==> src/dmmu_fault_params.svh <==
`ifndef DMMU_FAULT_PARAMS_SVH
`define DMMU_FAULT_PARAMS_SVH

// Register byte offsets
`define OFF_FAULT_STATUS 12'h000
`define OFF_FAULT_ADDR 12'h004
`define OFF_TLB_INFO 12'h008
`define OFF_IRQ_STATUS 12'h00c
`define OFF_IRQ_MASK 12'h010

// Fault status field positions
`define FS_FV 0
`define FS_OW 1
`define FS_W 2
`define FS_PR 3
`define FS_CT_LO 4
`define FS_E 6
`define FS_FT_LO 7
`define FS_TM 15
`define FS_SEL_LO 16
`define FS_NF 24
`define FS_UE 25
`define FS_BUS_ERROR_FLAG 26
`define FS_BUS_TIMEOUT_FLAG 27
`define FS_MH 28
`define FS_NC 29

// Fault kind bit positions
`define FK_PRIV 0
`define FK_NF_SIDE 1
`define FK_NOCACHE 2
`define FK_BAD_ACCESS 3
`define FK_NFO 4
`define FK_RSVD_MASK 7'h60

// Tlb info field positions
`define TI_IDX_LO 0
`define TI_NUM_LO 16

// Interrupt status bits
`define IRQ_MISS 0
`define IRQ_FAULT 1
`define IRQ_OVER 2

// Context code for non-translating or invalid selector
`define CTX_NONTRANS 2'h3

// Reset values
`define RST_WORD 32'h0
`define RST_FK 7'h00

`endif

==> src/dmmu_fault_pkg.sv <==
package dmmu_fault_pkg;

  typedef enum logic [3:0] {
    EV_MISS = 4'b0000,
    EV_ACC_EXC = 4'b0001,
    EV_PROT = 4'b0010,
    EV_PA_WP = 4'b0011,
    EV_VA_WP = 4'b0100,
    EV_PRIV = 4'b0101,
    EV_MISALIGN = 4'b0110,
    EV_ACC_ERR = 4'b0111,
    EV_ACROSS = 4'b1000
  } evt_kind_t;

  typedef enum logic [1:0] {
    REC_EMPTY = 2'b00,
    REC_MISS = 2'b01,
    REC_FAULT = 2'b10,
    REC_FAULT_MISS = 2'b11
  } rec_state_t;

  typedef struct packed {
    evt_kind_t kind;
    logic priv_from_mem;
    logic store;
    logic supv;
    logic no_fault_load;
    logic [7:0] space_selector;
    logic sel_translating;
    logic sel_invalid;
    logic [1:0] ctx_sel;
    logic bad_va;
    logic bad_rw;
    logic invalid_len;
    logic page_priv;
    logic as_if_user;
    logic page_side_eff;
    logic page_cacheable;
    logic atomic_or_simd;
    logic no_fault_only_attr;
    logic [31:0] vaddr;
  } access_evt_t;

  typedef struct packed {
    logic uncorrectable;
    logic bus_error;
    logic bus_timeout;
    logic multi_hit;
    logic noncache;
    logic side_effect;
    logic [1:0] tlb_num;
    logic [7:0] tlb_index;
  } err_info_t;

  typedef struct packed {
    logic counted;
    logic is_miss;
    logic sets_kind;
    logic sets_err;
    logic [1:0] ctx_code;
  } evt_class_t;

endpackage

==> src/fault_kind_encode.sv <==
`timescale 1ns/1ps
`include "dmmu_fault_params.svh"

module fault_kind_encode
  import dmmu_fault_pkg::*;
(
  input wire access_evt_t evt_in,
  output logic [6:0] fault_kind_out
);

  logic bad_access;

  // Selector check precedes lookup, so page bits are masked
  assign bad_access = evt_in.sel_invalid | evt_in.bad_va | evt_in.bad_rw;

  always_comb begin
    fault_kind_out = `RST_FK;
    if (bad_access) begin
      fault_kind_out[`FK_BAD_ACCESS] = 1'b1;
    end else begin
      // All coinciding conditions are reported together
      fault_kind_out[`FK_PRIV] = evt_in.page_priv & (~evt_in.supv | evt_in.as_if_user);
      fault_kind_out[`FK_NF_SIDE] = evt_in.no_fault_load & evt_in.page_side_eff;
      fault_kind_out[`FK_NOCACHE] = evt_in.atomic_or_simd & ~evt_in.page_cacheable;
      fault_kind_out[`FK_NFO] = ~evt_in.no_fault_load & evt_in.no_fault_only_attr;
    end
    fault_kind_out = fault_kind_out & ~`FK_RSVD_MASK;
  end

endmodule // fault_kind_encode

==> src/event_classify.sv <==
`timescale 1ns/1ps
`include "dmmu_fault_params.svh"

module event_classify
  import dmmu_fault_pkg::*;
(
  input wire logic valid_in,
  input wire access_evt_t evt_in,
  output evt_class_t class_out
);

  always_comb begin
    class_out = '0;
    class_out.counted = valid_in;
    if (evt_in.kind == EV_PRIV && !evt_in.priv_from_mem) begin
      class_out.counted = 1'b0;
    end
    // Invalid length is a misalignment, never an access exception
    if (evt_in.invalid_len) begin
      class_out.is_miss = 1'b0;
    end else if (evt_in.kind == EV_MISS) begin
      class_out.is_miss = 1'b1;
    end else if (evt_in.kind == EV_ACC_EXC) begin
      class_out.sets_kind = 1'b1;
    end else if (evt_in.kind == EV_ACC_ERR) begin
      class_out.sets_err = 1'b1;
    end
    if (evt_in.sel_invalid || !evt_in.sel_translating) begin
      class_out.ctx_code = `CTX_NONTRANS;
    end else begin
      class_out.ctx_code = evt_in.ctx_sel;
    end
  end

endmodule // event_classify

==> src/data_mmu_fault_status.sv <==
`timescale 1ns/1ps
`include "dmmu_fault_params.svh"

module data_mmu_fault_status
  import dmmu_fault_pkg::*;
(
  input wire logic sys_clk_in,
  input wire logic rst_in,
  input wire logic evt_valid_in,
  input wire access_evt_t evt_in,
  input wire err_info_t err_in,
  input wire logic psel_in,
  input wire logic penable_in,
  input wire logic pwrite_in,
  input wire logic [11:0] paddr_in,
  input wire logic [31:0] pwdata_in,
  output logic [31:0] prdata_out,
  output logic pready_out,
  output logic pslverr_out,
  output logic irq_out
);

  evt_class_t cls;
  logic [6:0] kind_now;
  logic ev;
  logic ev_miss;
  logic ev_fault;
  rec_state_t rec;

  logic fault_valid_r;
  logic second_fault_flag_r;
  logic tlb_miss_flag_r;
  logic store_r;
  logic supv_mode_flag_r;
  logic no_fault_load_flag_r;
  logic [1:0] context_id_sel_r;
  logic [6:0] fault_kind_r;
  logic [7:0] space_selector_r;
  logic uncorrectable_flag_r;
  logic bus_error_flag_r;
  logic bus_timeout_flag_r;
  logic multi_hit_flag_r;
  logic noncache_r;
  logic side_eff_r;
  logic [31:0] data_fault_addr_r;
  logic [1:0] tlb_num_r;
  logic [7:0] tlb_index_r;
  logic [2:0] irq_stat_r;
  logic [2:0] irq_mask_r;
  logic [31:0] prdata_r;

  logic fv_nxt;
  logic ow_nxt;
  logic tm_nxt;
  logic upd_ctx;
  logic upd_sel;
  logic upd_kind;
  logic upd_err;
  logic [6:0] kind_nxt;

  logic wr;
  logic rd_setup;
  logic hit_status;
  logic hit_addr;
  logic hit_tlb;
  logic hit_istat;
  logic hit_imask;
  logic hit_any;
  logic [31:0] status_word;
  logic [31:0] tlb_word;
  logic [31:0] rd_word;
  logic [2:0] irq_set;
  logic err_cause;

  fault_kind_encode u_kind (
    .evt_in(evt_in),
    .fault_kind_out(kind_now)
  );

  event_classify u_class (
    .valid_in(evt_valid_in),
    .evt_in(evt_in),
    .class_out(cls)
  );

  assign ev = cls.counted;
  assign ev_miss = ev & cls.is_miss;
  assign ev_fault = ev & ~cls.is_miss;
  assign rec = rec_state_t'({fault_valid_r, tlb_miss_flag_r});
  assign err_cause = err_in.uncorrectable | err_in.bus_error | err_in.bus_timeout;

  // Update policy per recorded state and event class
  always_comb begin
    fv_nxt = fault_valid_r;
    ow_nxt = second_fault_flag_r;
    tm_nxt = tlb_miss_flag_r;
    upd_ctx = 1'b0;
    upd_sel = 1'b0;
    upd_kind = 1'b0;
    upd_err = 1'b0;
    kind_nxt = fault_kind_r;
    if (ev_miss) begin
      case (rec)
        REC_EMPTY: begin
          fv_nxt = 1'b0;
          ow_nxt = 1'b0;
          tm_nxt = 1'b1;
          upd_ctx = 1'b1;
          upd_sel = 1'b1;
        end
        REC_MISS: begin
          tm_nxt = 1'b1;
          upd_ctx = 1'b1;
        end
        default: begin
          fv_nxt = 1'b1;
          tm_nxt = 1'b1;
        end
      endcase
    end else if (ev_fault) begin
      fv_nxt = 1'b1;
      upd_ctx = 1'b1;
      upd_sel = 1'b1;
      case (rec)
        REC_EMPTY: begin
          ow_nxt = 1'b0;
          tm_nxt = 1'b0;
          upd_kind = 1'b1;
          upd_err = 1'b1;
          kind_nxt = cls.sets_kind ? kind_now : `RST_FK;
        end
        REC_FAULT, REC_FAULT_MISS: begin
          ow_nxt = 1'b1;
          upd_kind = cls.sets_kind;
          upd_err = cls.sets_err;
          kind_nxt = kind_now;
        end
        default: begin
          upd_kind = cls.sets_kind;
          upd_err = cls.sets_err;
          kind_nxt = kind_now;
        end
      endcase
    end
  end

  assign wr = psel_in & penable_in & pwrite_in;
  assign rd_setup = psel_in & ~penable_in & ~pwrite_in;
  assign hit_status = (paddr_in == `OFF_FAULT_STATUS);
  assign hit_addr = (paddr_in == `OFF_FAULT_ADDR);
  assign hit_tlb = (paddr_in == `OFF_TLB_INFO);
  assign hit_istat = (paddr_in == `OFF_IRQ_STATUS);
  assign hit_imask = (paddr_in == `OFF_IRQ_MASK);
  assign hit_any = hit_status | hit_addr | hit_tlb | hit_istat | hit_imask;

  // Flags: hardware event wins over a software write
  always_ff @(posedge sys_clk_in or posedge rst_in) begin
    if (rst_in) begin
      fault_valid_r <= 1'b0;
      second_fault_flag_r <= 1'b0;
      tlb_miss_flag_r <= 1'b0;
    end else if (ev) begin
      fault_valid_r <= fv_nxt;
      second_fault_flag_r <= ow_nxt;
      tlb_miss_flag_r <= tm_nxt;
    end else if (wr && hit_status) begin
      fault_valid_r <= pwdata_in[`FS_FV];
      second_fault_flag_r <= pwdata_in[`FS_OW];
      tlb_miss_flag_r <= pwdata_in[`FS_TM];
    end
  end

  // Context related fields
  always_ff @(posedge sys_clk_in or posedge rst_in) begin
    if (rst_in) begin
      store_r <= 1'b0;
      supv_mode_flag_r <= 1'b0;
      no_fault_load_flag_r <= 1'b0;
      context_id_sel_r <= 2'h0;
    end else if (upd_ctx) begin
      store_r <= evt_in.store;
      supv_mode_flag_r <= evt_in.supv;
      no_fault_load_flag_r <= evt_in.no_fault_load;
      context_id_sel_r <= cls.ctx_code;
    end else if (wr && hit_status) begin
      store_r <= pwdata_in[`FS_W];
      supv_mode_flag_r <= pwdata_in[`FS_PR];
      no_fault_load_flag_r <= pwdata_in[`FS_NF];
      context_id_sel_r <= pwdata_in[`FS_CT_LO +: 2];
    end
  end

  // Selector and fault address; a fresh miss leaves the selector unchanged
  always_ff @(posedge sys_clk_in or posedge rst_in) begin
    if (rst_in) begin
      space_selector_r <= 8'h00;
    end else if (upd_sel && ev_fault) begin
      space_selector_r <= evt_in.space_selector;
    end else if (wr && hit_status) begin
      space_selector_r <= pwdata_in[`FS_SEL_LO +: 8];
    end
  end

  always_ff @(posedge sys_clk_in or posedge rst_in) begin
    if (rst_in) begin
      data_fault_addr_r <= `RST_WORD;
    end else if (upd_sel) begin
      data_fault_addr_r <= evt_in.vaddr;
    end else if (wr && hit_addr) begin
      data_fault_addr_r <= pwdata_in;
    end
  end

  // Fault kind
  always_ff @(posedge sys_clk_in or posedge rst_in) begin
    if (rst_in) begin
      fault_kind_r <= `RST_FK;
    end else if (upd_kind) begin
      fault_kind_r <= kind_nxt;
    end else if (wr && hit_status) begin
      fault_kind_r <= pwdata_in[`FS_FT_LO +: 7] & ~`FK_RSVD_MASK;
    end
  end

  // Access error fields
  always_ff @(posedge sys_clk_in or posedge rst_in) begin
    if (rst_in) begin
      uncorrectable_flag_r <= 1'b0;
      bus_error_flag_r <= 1'b0;
      bus_timeout_flag_r <= 1'b0;
      multi_hit_flag_r <= 1'b0;
      noncache_r <= 1'b0;
      side_eff_r <= 1'b0;
    end else if (upd_err) begin
      uncorrectable_flag_r <= cls.sets_err & err_in.uncorrectable;
      bus_error_flag_r <= cls.sets_err & err_in.bus_error;
      bus_timeout_flag_r <= cls.sets_err & err_in.bus_timeout;
      multi_hit_flag_r <= cls.sets_err & err_in.multi_hit;
      noncache_r <= cls.sets_err & err_cause & err_in.noncache;
      side_eff_r <= cls.sets_err & err_cause & err_in.side_effect;
    end else if (wr && hit_status) begin
      uncorrectable_flag_r <= pwdata_in[`FS_UE];
      bus_error_flag_r <= pwdata_in[`FS_BUS_ERROR_FLAG];
      bus_timeout_flag_r <= pwdata_in[`FS_BUS_TIMEOUT_FLAG];
      multi_hit_flag_r <= pwdata_in[`FS_MH];
      noncache_r <= pwdata_in[`FS_NC];
      side_eff_r <= pwdata_in[`FS_E];
    end
  end

  // Tlb number and index
  always_ff @(posedge sys_clk_in or posedge rst_in) begin
    if (rst_in) begin
      tlb_num_r <= 2'h0;
      tlb_index_r <= 8'h00;
    end else if (upd_err && cls.sets_err && err_in.multi_hit) begin
      tlb_num_r <= err_in.tlb_num;
      tlb_index_r <= err_in.tlb_index;
    end else if (wr && hit_tlb) begin
      tlb_num_r <= pwdata_in[`TI_NUM_LO +: 2];
      tlb_index_r <= pwdata_in[`TI_IDX_LO +: 8];
    end
  end

  // Interrupt status, write one to clear, set wins
  assign irq_set[`IRQ_MISS] = ev_miss;
  assign irq_set[`IRQ_FAULT] = ev_fault;
  assign irq_set[`IRQ_OVER] = ev_fault & fault_valid_r;

  always_ff @(posedge sys_clk_in or posedge rst_in) begin
    if (rst_in) begin
      irq_stat_r <= 3'h0;
    end else if (wr && hit_istat) begin
      irq_stat_r <= (irq_stat_r & ~pwdata_in[2:0]) | irq_set;
    end else begin
      irq_stat_r <= irq_stat_r | irq_set;
    end
  end

  always_ff @(posedge sys_clk_in or posedge rst_in) begin
    if (rst_in) begin
      irq_mask_r <= 3'h0;
    end else if (wr && hit_imask) begin
      irq_mask_r <= pwdata_in[2:0];
    end
  end

  assign irq_out = |(irq_stat_r & irq_mask_r);

  // Read assembly
  always_comb begin
    status_word = `RST_WORD;
    status_word[`FS_FV] = fault_valid_r;
    status_word[`FS_OW] = second_fault_flag_r;
    status_word[`FS_W] = store_r;
    status_word[`FS_PR] = supv_mode_flag_r;
    status_word[`FS_CT_LO +: 2] = context_id_sel_r;
    status_word[`FS_E] = side_eff_r;
    status_word[`FS_FT_LO +: 7] = fault_kind_r & ~`FK_RSVD_MASK;
    status_word[`FS_TM] = tlb_miss_flag_r;
    status_word[`FS_SEL_LO +: 8] = space_selector_r;
    status_word[`FS_NF] = no_fault_load_flag_r;
    status_word[`FS_UE] = uncorrectable_flag_r;
    status_word[`FS_BUS_ERROR_FLAG] = bus_error_flag_r;
    status_word[`FS_BUS_TIMEOUT_FLAG] = bus_timeout_flag_r;
    status_word[`FS_MH] = multi_hit_flag_r;
    status_word[`FS_NC] = noncache_r;
  end

  always_comb begin
    tlb_word = `RST_WORD;
    tlb_word[`TI_IDX_LO +: 8] = tlb_index_r;
    tlb_word[`TI_NUM_LO +: 2] = tlb_num_r;
  end

  always_comb begin
    rd_word = `RST_WORD;
    if (hit_status) begin
      rd_word = status_word;
    end else if (hit_addr) begin
      rd_word = data_fault_addr_r;
    end else if (hit_tlb) begin
      rd_word = tlb_word;
    end else if (hit_istat) begin
      rd_word = {29'h0, irq_stat_r};
    end else if (hit_imask) begin
      rd_word = {29'h0, irq_mask_r};
    end
  end

  // Read data captured in the setup cycle
  always_ff @(posedge sys_clk_in or posedge rst_in) begin
    if (rst_in) begin
      prdata_r <= `RST_WORD;
    end else if (rd_setup) begin
      prdata_r <= rd_word;
    end
  end

  assign prdata_out = prdata_r;
  assign pready_out = 1'b1;
  assign pslverr_out = psel_in & penable_in & ~hit_any;

endmodule // data_mmu_fault_status

==> config.mk <==
export PLATFORM = sky130hd
export DESIGN_NAME = data_mmu_fault_status
export DESIGN_NICKNAME = d
export VERILOG_FILES = /design/src/dmmu_fault_pkg.sv /design/src/fault_kind_encode.sv /design/src/event_classify.sv /design/src/data_mmu_fault_status.sv
export VERILOG_INCLUDE_DIRS = /design/src
export SDC_FILE = /design/constraint.sdc
export NUM_CORES = 1
export LEC_CHECK = 0
export BUFFER_PORTS_ARGS = -buffer_cell sky130_fd_sc_hd__buf_2
export CAP_MARGIN = 20
export CORE_MARGIN = 3
export CORE_UTILIZATION = 35
export DETAILED_ROUTE_END_ITERATION = 10
export SYNTH_ARGS = -nofsm -noshare
export SYNTH_HDL_FRONTEND = slang
export SYNTH_SLANG_ARGS = --single-unit
==> constraint.sdc <==
create_clock -name sys_clk_in -period 11.05 [get_ports sys_clk_in]
set_input_delay 2.7625 -clock sys_clk_in [delete_from_list [all_inputs] [get_ports sys_clk_in]]
set_output_delay 2.7625 -clock sys_clk_in [all_outputs]
set_load 0.05 [all_outputs]
After elaboration in Yosys (flattened, before gate mapping)
Index checks and enable logic that the tools add are counted.
{"block": "word_totals", "register_bits": 107, "input_bits": 127, "output_inout_bits": 35, "wordCells": 185}
{"block": "classes", "n_eq_ne": 17, "n_mux": 78, "bitwise_logic": 40, "n_reduce_logical": 29}
{"operator": "2-to-1 mux 32 bit", "n": 4}
{"operator": "2-to-1 mux 1 bit", "n": 50}
{"operator": "2-to-1 mux 8 bit", "n": 4}
{"operator": "2-to-1 mux 5 bit", "n": 6}
{"operator": "equality test 12 x 4 -> 1 bit, second input constant", "n": 2}
{"operator": "bitwise AND 1 bit", "n": 19}
{"operator": "2-to-1 mux 18 bit", "n": 1}
{"operator": "2-to-1 mux 2 bit", "n": 7}
{"operator": "nonzero test 2 bit", "n": 7}
{"operator": "equality test 12 x 3 -> 1 bit, second input constant", "n": 1}
{"operator": "equality test 12 x 5 -> 1 bit, second input constant", "n": 1}
{"operator": "zero test 12 bit", "n": 1}
{"operator": "2-to-1 mux 3 bit", "n": 4}
{"operator": "logical AND 1 bit", "n": 9}
{"operator": "inequality test 3 x 1 -> 1 bit, second input constant", "n": 3}
{"operator": "OR 1 bit", "n": 9}
{"operator": "AND reduction 3 bit", "n": 3}
{"operator": "equality test 4 x 3 -> 1 bit, second input constant", "n": 2}
{"operator": "NOT 1 bit", "n": 7}
{"operator": "bitwise AND 3 bit", "n": 2}
{"operator": "OR 3 bit", "n": 2}
{"operator": "equality test 2 bit, second input constant", "n": 2}
{"operator": "equality test 4 x 1 -> 1 bit, second input constant", "n": 1}
{"operator": "zero test 4 bit", "n": 1}
{"operator": "12 further kinds", "n": 16}

Longest topological paths before layout
Gate-level depths: netlist of the first run.
{"block": "logic_depth", "word_depth": 11, "mapped_depth": 7, "mapped_depth_nobuf": 5}

Hierarchy
From an unflattened synthesis of the first run, not the netlist that was laid out.
{"block": "hier_totals", "cells_unflattened": 635, "area_unflattened_um2": 5680.4}
{"module": "data_mmu_fault_status", "n_inst": 1, "cells_per_inst": 614, "area_each_um2": 5514.0, "seq_area_each_um2": 2677.6}
{"module": "fault_kind_encode", "n_inst": 1, "cells_per_inst": 12, "area_each_um2": 88.8, "seq_area_each_um2": 0.0}
{"module": "event_classify", "n_inst": 1, "cells_per_inst": 9, "area_each_um2": 77.6, "seq_area_each_um2": 0.0}

Least setup slack after synthesis of the first run
No wires, ideal clock.
{"block": "synth_timing", "kind": "input to output", "from": "input paddr_in[2]", "to": "output pslverr_out", "arrival_time_ns": 4.431, "slack_ns": 3.857, "path_stages": 5, "path_buffers": 1, "path_cell_list": "clkbuf_1 > and2_0 > o21ai_0 > nand3_1 > nor3_1"}
{"block": "synth_via", "elab_chain_len": 7, "word_cells_on_any_way": 11, "classes_between": "4 x eq/ne; 6 x bitwise; 1 x reduce/logical"}
{"element": "from (decl)", "line": "data_mmu_fault_status.sv:15", "rtl": "input wire logic [11:0] paddr_in,"}
{"element": "equality test 12 x 3 -> 1 bit (no line) / zero test 12 bit (equally long branches)"}
{"element": "OR 1 bit (3 in series)", "line": "data_mmu_fault_status.sv:154", "rtl": "assign hit_any = hit_status | hit_addr | hit_tlb | hit_istat | hit_imask;"}
{"element": "OR 1 bit *", "line": "data_mmu_fault_status.sv:154"}
{"element": "NOT 1 bit *", "line": "data_mmu_fault_status.sv:342", "rtl": "assign pslverr_out = psel_in & penable_in & ~hit_any;"}
{"element": "bitwise AND 1 bit *", "line": "data_mmu_fault_status.sv:342"}
{"element": "to (decl)", "line": "data_mmu_fault_status.sv:19", "rtl": "output logic pslverr_out,"}
Every way passes the cells marked *; elsewhere a longest branch is shown, timed or not.

Final worst setup path of the first run
{"block": "layout_timing", "from": "input paddr_in[1]", "to": "output pslverr_out"}
The elaborated chain is that of the path after synthesis.

==> flow_summary.ini, run 1 <==
[timing]
finalClockSkew_ps = 11.4
slew_viol_final = 0
setup_viol = 0
rsz0062_at_grt = no
setup_tns_ps = 0
hold_slack_ps = 464
finalHoldViolCount = 0
max_freq_ghz = 0.129
period_minus_slack_ps = 7740
layout_setup_ws_ps = 3310
period_share = 0.700
tightest_slew_ps = 1030
maxSlewHeadroom = 0.310

[cts]
ctsResizeCount = 0
cts.hold.buffers_added = 0
tritoncts = yes
cts_made_buffers = 9
clk_pin_slew_worst_paths_ps = 80
post-cts-setup-buffers = 0
cts_sinks = 107
clockBufferDepth = 2
insertion_delay_ps = 350
cts_root_buffer = clkbuf_16
cts_max_level = 3

[synthesis]
synth_fa_ha_area_frac = 0
ys_ff_latch = 107
synth-simple-area-share = 0.196
async_flop_share = 1.00
synth-seq-area-share = 0.501
synth_warnings = 0
synthMuxAreaShare = 0.0907
syn_area_mm2 = 0.00534
netlist_instances = 559
ys_types = 49
synth_compound_area_frac = 0.171
synth_edf_count = 0
synth_xor_area_frac = 0
synth_top_family_by_area = simple AND/OR/NAND/NOR gates
synth_ff_type = dfrtp_1
postSynthAreaPerCell_um2 = 9.56
synth.net_count = 686

[detailed_routing]
num_vias = 4888
wl_per_cell_um = 19.3
first_iter_violations = 254
wirelength_um = 17100
first_pass_iters = 4
ant_nets = 0
drc = 0
viasPerCell = 5.50

[critical_path]
slowest_delay_ps = 990
worst-path-max-fanout = 19
end_kind = output pin
criticalPathCategory = input port to output pin
worst_ep_required_time_ps = 8290
cp.depth = 5
crit_path_start_kind = input port
reg2reg_depth = 4
arrival_ps = 4980
crit_family = simple AND/OR/NAND/NOR gates
critPathMostFrequentCell = buf_2
worstPathCellList = buf_2, nor4_4, and4_1, nor3_1, buf_2
crit_slowest_cell = and4_1
cp.buffers_inverters = 2

[layout]
area_growth_pct = 22.5
drive_gt1_frac = 0.286
register_area_mm2 = 0.00268
nNetsFinal = 826
multi_input_area_mm2 = 0.00247
finalNonFillerCells = 889
fillers = 1461
fin_util = 0.444

[hold_path]
hold_depth = 2
hp-class = flip-flop to flip-flop

[global_route]
grt_usage = 0.205
overflow = 0
grt_pass1_vias = 4860
grt_max_degree = 70
grt_pass1_wl_um = 26400
antenna_found_initial = 2

[floorplan]
die_area_mm2 = 0.0168
num_rows = 44
io_pins = 162
start_util = 0.362
die_h_um = 130
die_x_um = 130
fp.coreArea_mm2 = 0.0148

[power_and_ir_drop]
p_per_area_mw_per_mm2 = 152
ir_drop_mv = 0.0801
leakagePower_nw = 3.30

[placement]
pre_cts_slack_ps = 3330
dpl.cell_count = 872
io_buffer_count = 160
place.gp.congestion = 0.887
hpwlAfterDp_um = 12000

[run]
max_cap_viol_count = 0

[status]
status = finished clean
==> cell usage after synthesis, types with 2 or more instances <==
cell / n / area share
buf_2: 11 / 0.010
or3_1: 4 / 0.0047
a21oi_2: 2 / 0.0033
a32o_1: 3 / 0.0056
mux2i_1: 45 / 0.084
nand3b_1: 2 / 0.0028
a22o_1: 8 / 0.013
nor2_1: 82 / 0.058
o22a_1: 2 / 0.0033
and2_1: 2 / 0.0023
a21o_1: 3 / 0.0042
nor3_1: 14 / 0.013
a21oi_1: 15 / 0.014
nand2_1: 80 / 0.056
and3_1: 2 / 0.0023
a2bb2oi_1: 8 / 0.013
clkbuf_1: 16 / 0.011
o21ai_0: 40 / 0.037
a221oi_1: 25 / 0.041
inv_1: 4 / 0.0028
buf_6: 2 / 0.0042
mux2_2: 3 / 0.0063
a31oi_1: 17 / 0.020
and4_1: 3 / 0.0049
dfrtp_1: 107 / 0.50
or2_2: 2 / 0.0023
buf_4: 8 / 0.011
nor3b_1: 2 / 0.0028
nand3_1: 13 / 0.012
o21ai_1: 7 / 0.0066
nand2b_1: 9 / 0.011
==> tightest hold or removal path, delay by kind of cell, from the launching register on <==
kind             cells  cell delay [ps]
DFF                  1              340
and+or+nand+nor      2               90
==> layout make-up <==
class                      count  share of cell area
inverter                       4             0.00268
multi-input combinational    411               0.377
antenna                        1            0.000382
tap                          184              0.0352
sequential                   107               0.409
clock inverter                 5             0.00937
clock buffer                  11              0.0371
timing repair buffer         166               0.129
==> registers in the layout, summed over array words and instances (netlist names), 2 cells and up <==
name / cells
context_id_sel_r: 2
data_fault_addr_r: 32
fault_kind_r: 5
irq_mask_r: 3
irq_stat_r: 3
prdata_out: 32
space_selector_r: 8
tlb_index_r: 8
tlb_num_r: 2
==> final timing paths <==
path | to | slack, ps | startpoint
worst min-delay path | prdata_out[14]$_DFFE_PP0P_ | 460 | prdata_out[14]$_DFFE_PP0P_
worst min register to register | prdata_out[14]$_DFFE_PP0P_ | 460 | prdata_out[14]$_DFFE_PP0P_
max in group asynchronous | prdata_out[21]$_DFFE_PP0P_ | 7280 | rst_in
worst max-delay path | pslverr_out | 3310 | paddr_in[1]
worst max register to register | data_fault_addr_r[20]$_DFFE_PP0P_ | 8990 | fault_valid_r$_DFFE_PP0P_
min in group asynchronous | prdata_out[23]$_DFFE_PP0P_ | 2450 | rst_in
==> routing by layer <==
layer,GRT usage,vias to the layer above,part of all wire
met1,0.277,2375,0.44
li1,-,2275,-
met3,0.0585,27,0.076
met2,0.326,207,0.46
met4,0.0501,4,0.019
met5,0,-,0.0013
==> cells by family (layout without fill, tap and decap cells) <==
family	count (synthesis)	after routing
buf+inv	41	186
flops	107	107
other cells	1	2
compound gates	134	134
simple gates	228	228
mux	48	48
==> per-stage QoR <==
stage / total power [mW] / cell area, um2
after floorplan: 0.597 / 5340
after global placement: 0.665 / 6240
after detailed placement: 0.669 / 6240
after CTS: 1.00 / 6540
after global routing: 1.04 / 6540
final: 0.995 / 6540
==> report_power, final <==
group          internal [mW]  total (mW)  switching, mW
registers              0.440       0.469         0.0286
clock network          0.183       0.335          0.152
logic                 0.0642       0.192          0.128
==> layout by cell type (no fill, tap or decap), types with 3 or more instances in the layout <==
cell type	count
buf_2	160
dfrtp_1	107
nor2_1	81
nand2_1	80
mux2i_1	45
o21ai_0	40
a221oi_1	25
a31oi_1	17
a21oi_1	15
nor3_1	14
nand3_1	13
nand2b_1	9
clkbuf_16	9
a22o_1	8
a2bb2oi_1	8
o21ai_1	7
buf_4	6
or3_1	4
inv_1	3
and4_1	3
mux2_2	3
a21o_1	3
a32o_1	3
clkinvlp_4	3
No activity file was read; power rests on OpenSTA's default activity.
==> run 2: changes to the inputs <==
- clock period: 11.05 -> 8 ns (I/O delays scaled with it)
==> run 2 against run 1 <==
Against the previous run:
- clock skew shrank 4.6 ps
- via count grew 0.29%
- worst hold slack is essentially flat
- die area is the same
- first-iteration DRC count shrank 5.5%
- power grew 33%
- sequential share of layout area grew 0.29 points
- combinational power grew 38%
- core utilization shrank 0.31 points
- sequential power grew 38%
- critical path type unchanged
==> flow_summary.ini, run 2 (synthesis results as in run 1) <==
[critical_path]
crit_family = simple AND/OR/NAND/NOR gates
end_kind = output pin
arrival_ps = 4110
worstPathCellList = buf_2, nor4_4, and4_1, nor3_1, buf_2
crit_path_start_kind = input port
criticalPathCategory = input port to output pin
worst-path-max-fanout = 19
worst_ep_required_time_ps = 6000
slowest_delay_ps = 920
critPathMostFrequentCell = buf_2
crit_slowest_cell = and4_1
cp.buffers_inverters = 2

[timing]
setup_tns_ps = 0
slew_viol_final = 0
layout_setup_ws_ps = 1890
max_freq_ghz = 0.164
setup_viol = 0
period_minus_slack_ps = 6110
period_share = 0.764
finalClockSkew_ps = 6.81
finalHoldViolCount = 0
rsz0062_at_grt = no
tightest_slew_ps = 1010
maxSlewHeadroom = 0.324

[global_route]
antenna_found_initial = 2
grt_max_degree = 70
grt_pass1_vias = 4922
grt_pass1_wl_um = 26700
grt_usage = 0.207
overflow = 0

[floorplan]
start_util = 0.362
io_pins = 162
fp.coreArea_mm2 = 0.0148
die_area_mm2 = 0.0168
num_rows = 44
die_x_um = 130
die_h_um = 130

[cts]
cts_made_buffers = 9
clk_pin_slew_worst_paths_ps = 70
cts.hold.buffers_added = 0
cts_sinks = 107
ctsResizeCount = 0
clockBufferDepth = 2
cts_max_level = 3
cts_root_buffer = clkbuf_16
tritoncts = yes
post-cts-setup-buffers = 0
insertion_delay_ps = 350

[layout]
nNetsFinal = 826
final_common_cell = buf_2
fin_area_mm2 = 0.00650
register_area_mm2 = 0.00268
drive_gt1_frac = 0.282
area_growth_pct = 21.6
fillers = 1459
multi_input_area_mm2 = 0.00247
layout_common_cells = buf_2, dfrtp_1, nor2_1

[power_and_ir_drop]
leakagePower_nw = 3.28
ir_drop_mv = 0.103
p_per_area_mw_per_mm2 = 204

[placement]
place.gp.congestion = 0.860
hpwlAfterDp_um = 11900
place_area_mm2 = 0.00624
io_buffer_count = 160
pre_cts_slack_ps = 1870

[detailed_routing]
ant_nets = 0
first_pass_iters = 5
viasPerCell = 5.53
wl_per_cell_um = 19.2
drc = 0
first_iter_violations = 240
wirelength_um = 17000
num_vias = 4902

[status]
status = finished clean

[hold_path]
hp-class = flip-flop to flip-flop

[run]
max_cap_viol_count = 0
==> run 2: cell count changes in the layout (fill, tap and decap cells not counted) <==
cell | before | now
inv_6 | 1 | 0
bufinv_16 | 1 | 0
clkinvlp_4 | 3 | 2
==> run 2: final cells by class <==
| class | count | area share |
|---|---|---|
| multi-input cells | 411 | 0.380 |
| inverters | 4 | 0.00270 |
| flip-flops and latches | 107 | 0.412 |
| well taps | 184 | 0.0354 |
| clock buffers | 11 | 0.0374 |
| diodes | 1 | 0.000385 |
| repair buffers | 166 | 0.130 |
| clock inverters | 2 | 0.00231 |
==> run 2: tightest hold or removal path, stage by stage (launching register included) <==
cell	delay, ps
dfrtp_1	340
nand2_1	50
nand2_1	50
==> run 2: report_power, final <==
part,switching [mW],leakage (nW),internal [mW],total (mW)
Clock,0.195,0.120,0.215,0.410
Sequential,0.0400,1.28,0.608,0.648
Combinational,0.176,1.88,0.0886,0.265
Total,0.411,3.28,0.912,1.32
==> run 2: layer usage <==
layer | vias to the layer above | wire length (um) | GRT usage
li1 | 2269 | - | -
met1 | 2411 | 7290 | 0.280
met2 | 196 | 8080 | 0.329
met3 | 22 | 1340 | 0.0606
met4 | 4 | 294 | 0.0520
met5 | - | 21 | 0
==> run 2: worst paths after layout <==
path / from / end / slack (ps) / cells after the start
worst max-delay path: paddr_in[1] / pslverr_out / 1890 / 5
worst min-delay path: prdata_out[13]$_DFFE_PP0P_ / prdata_out[13]$_DFFE_PP0P_ / 460 / 2
worst max register to register: fault_valid_r$_DFFE_PP0P_ / data_fault_addr_r[23]$_DFFE_PP0P_ / 5920 / 4
worst min register to register: prdata_out[13]$_DFFE_PP0P_ / prdata_out[13]$_DFFE_PP0P_ / 460 / 2
max in group asynchronous: rst_in / prdata_out[21]$_DFFE_PP0P_ / 5030 / 3
min in group asynchronous: rst_in / data_fault_addr_r[23]$_DFFE_PP0P_ / 1690 / 2
==> run 2: stage by stage <==
step           power, mW  utilization  std cells  hold WS [ps]
6_report            1.32        0.440        886           464
5_1_grt             1.40        0.440        885           495
4_1_cts             1.34        0.440        885           473
3_5_place_dp       0.924        0.423        872           457
3_3_place_gp       0.918        0.423        872           449
2_1_floorplan      0.825            -        559           463
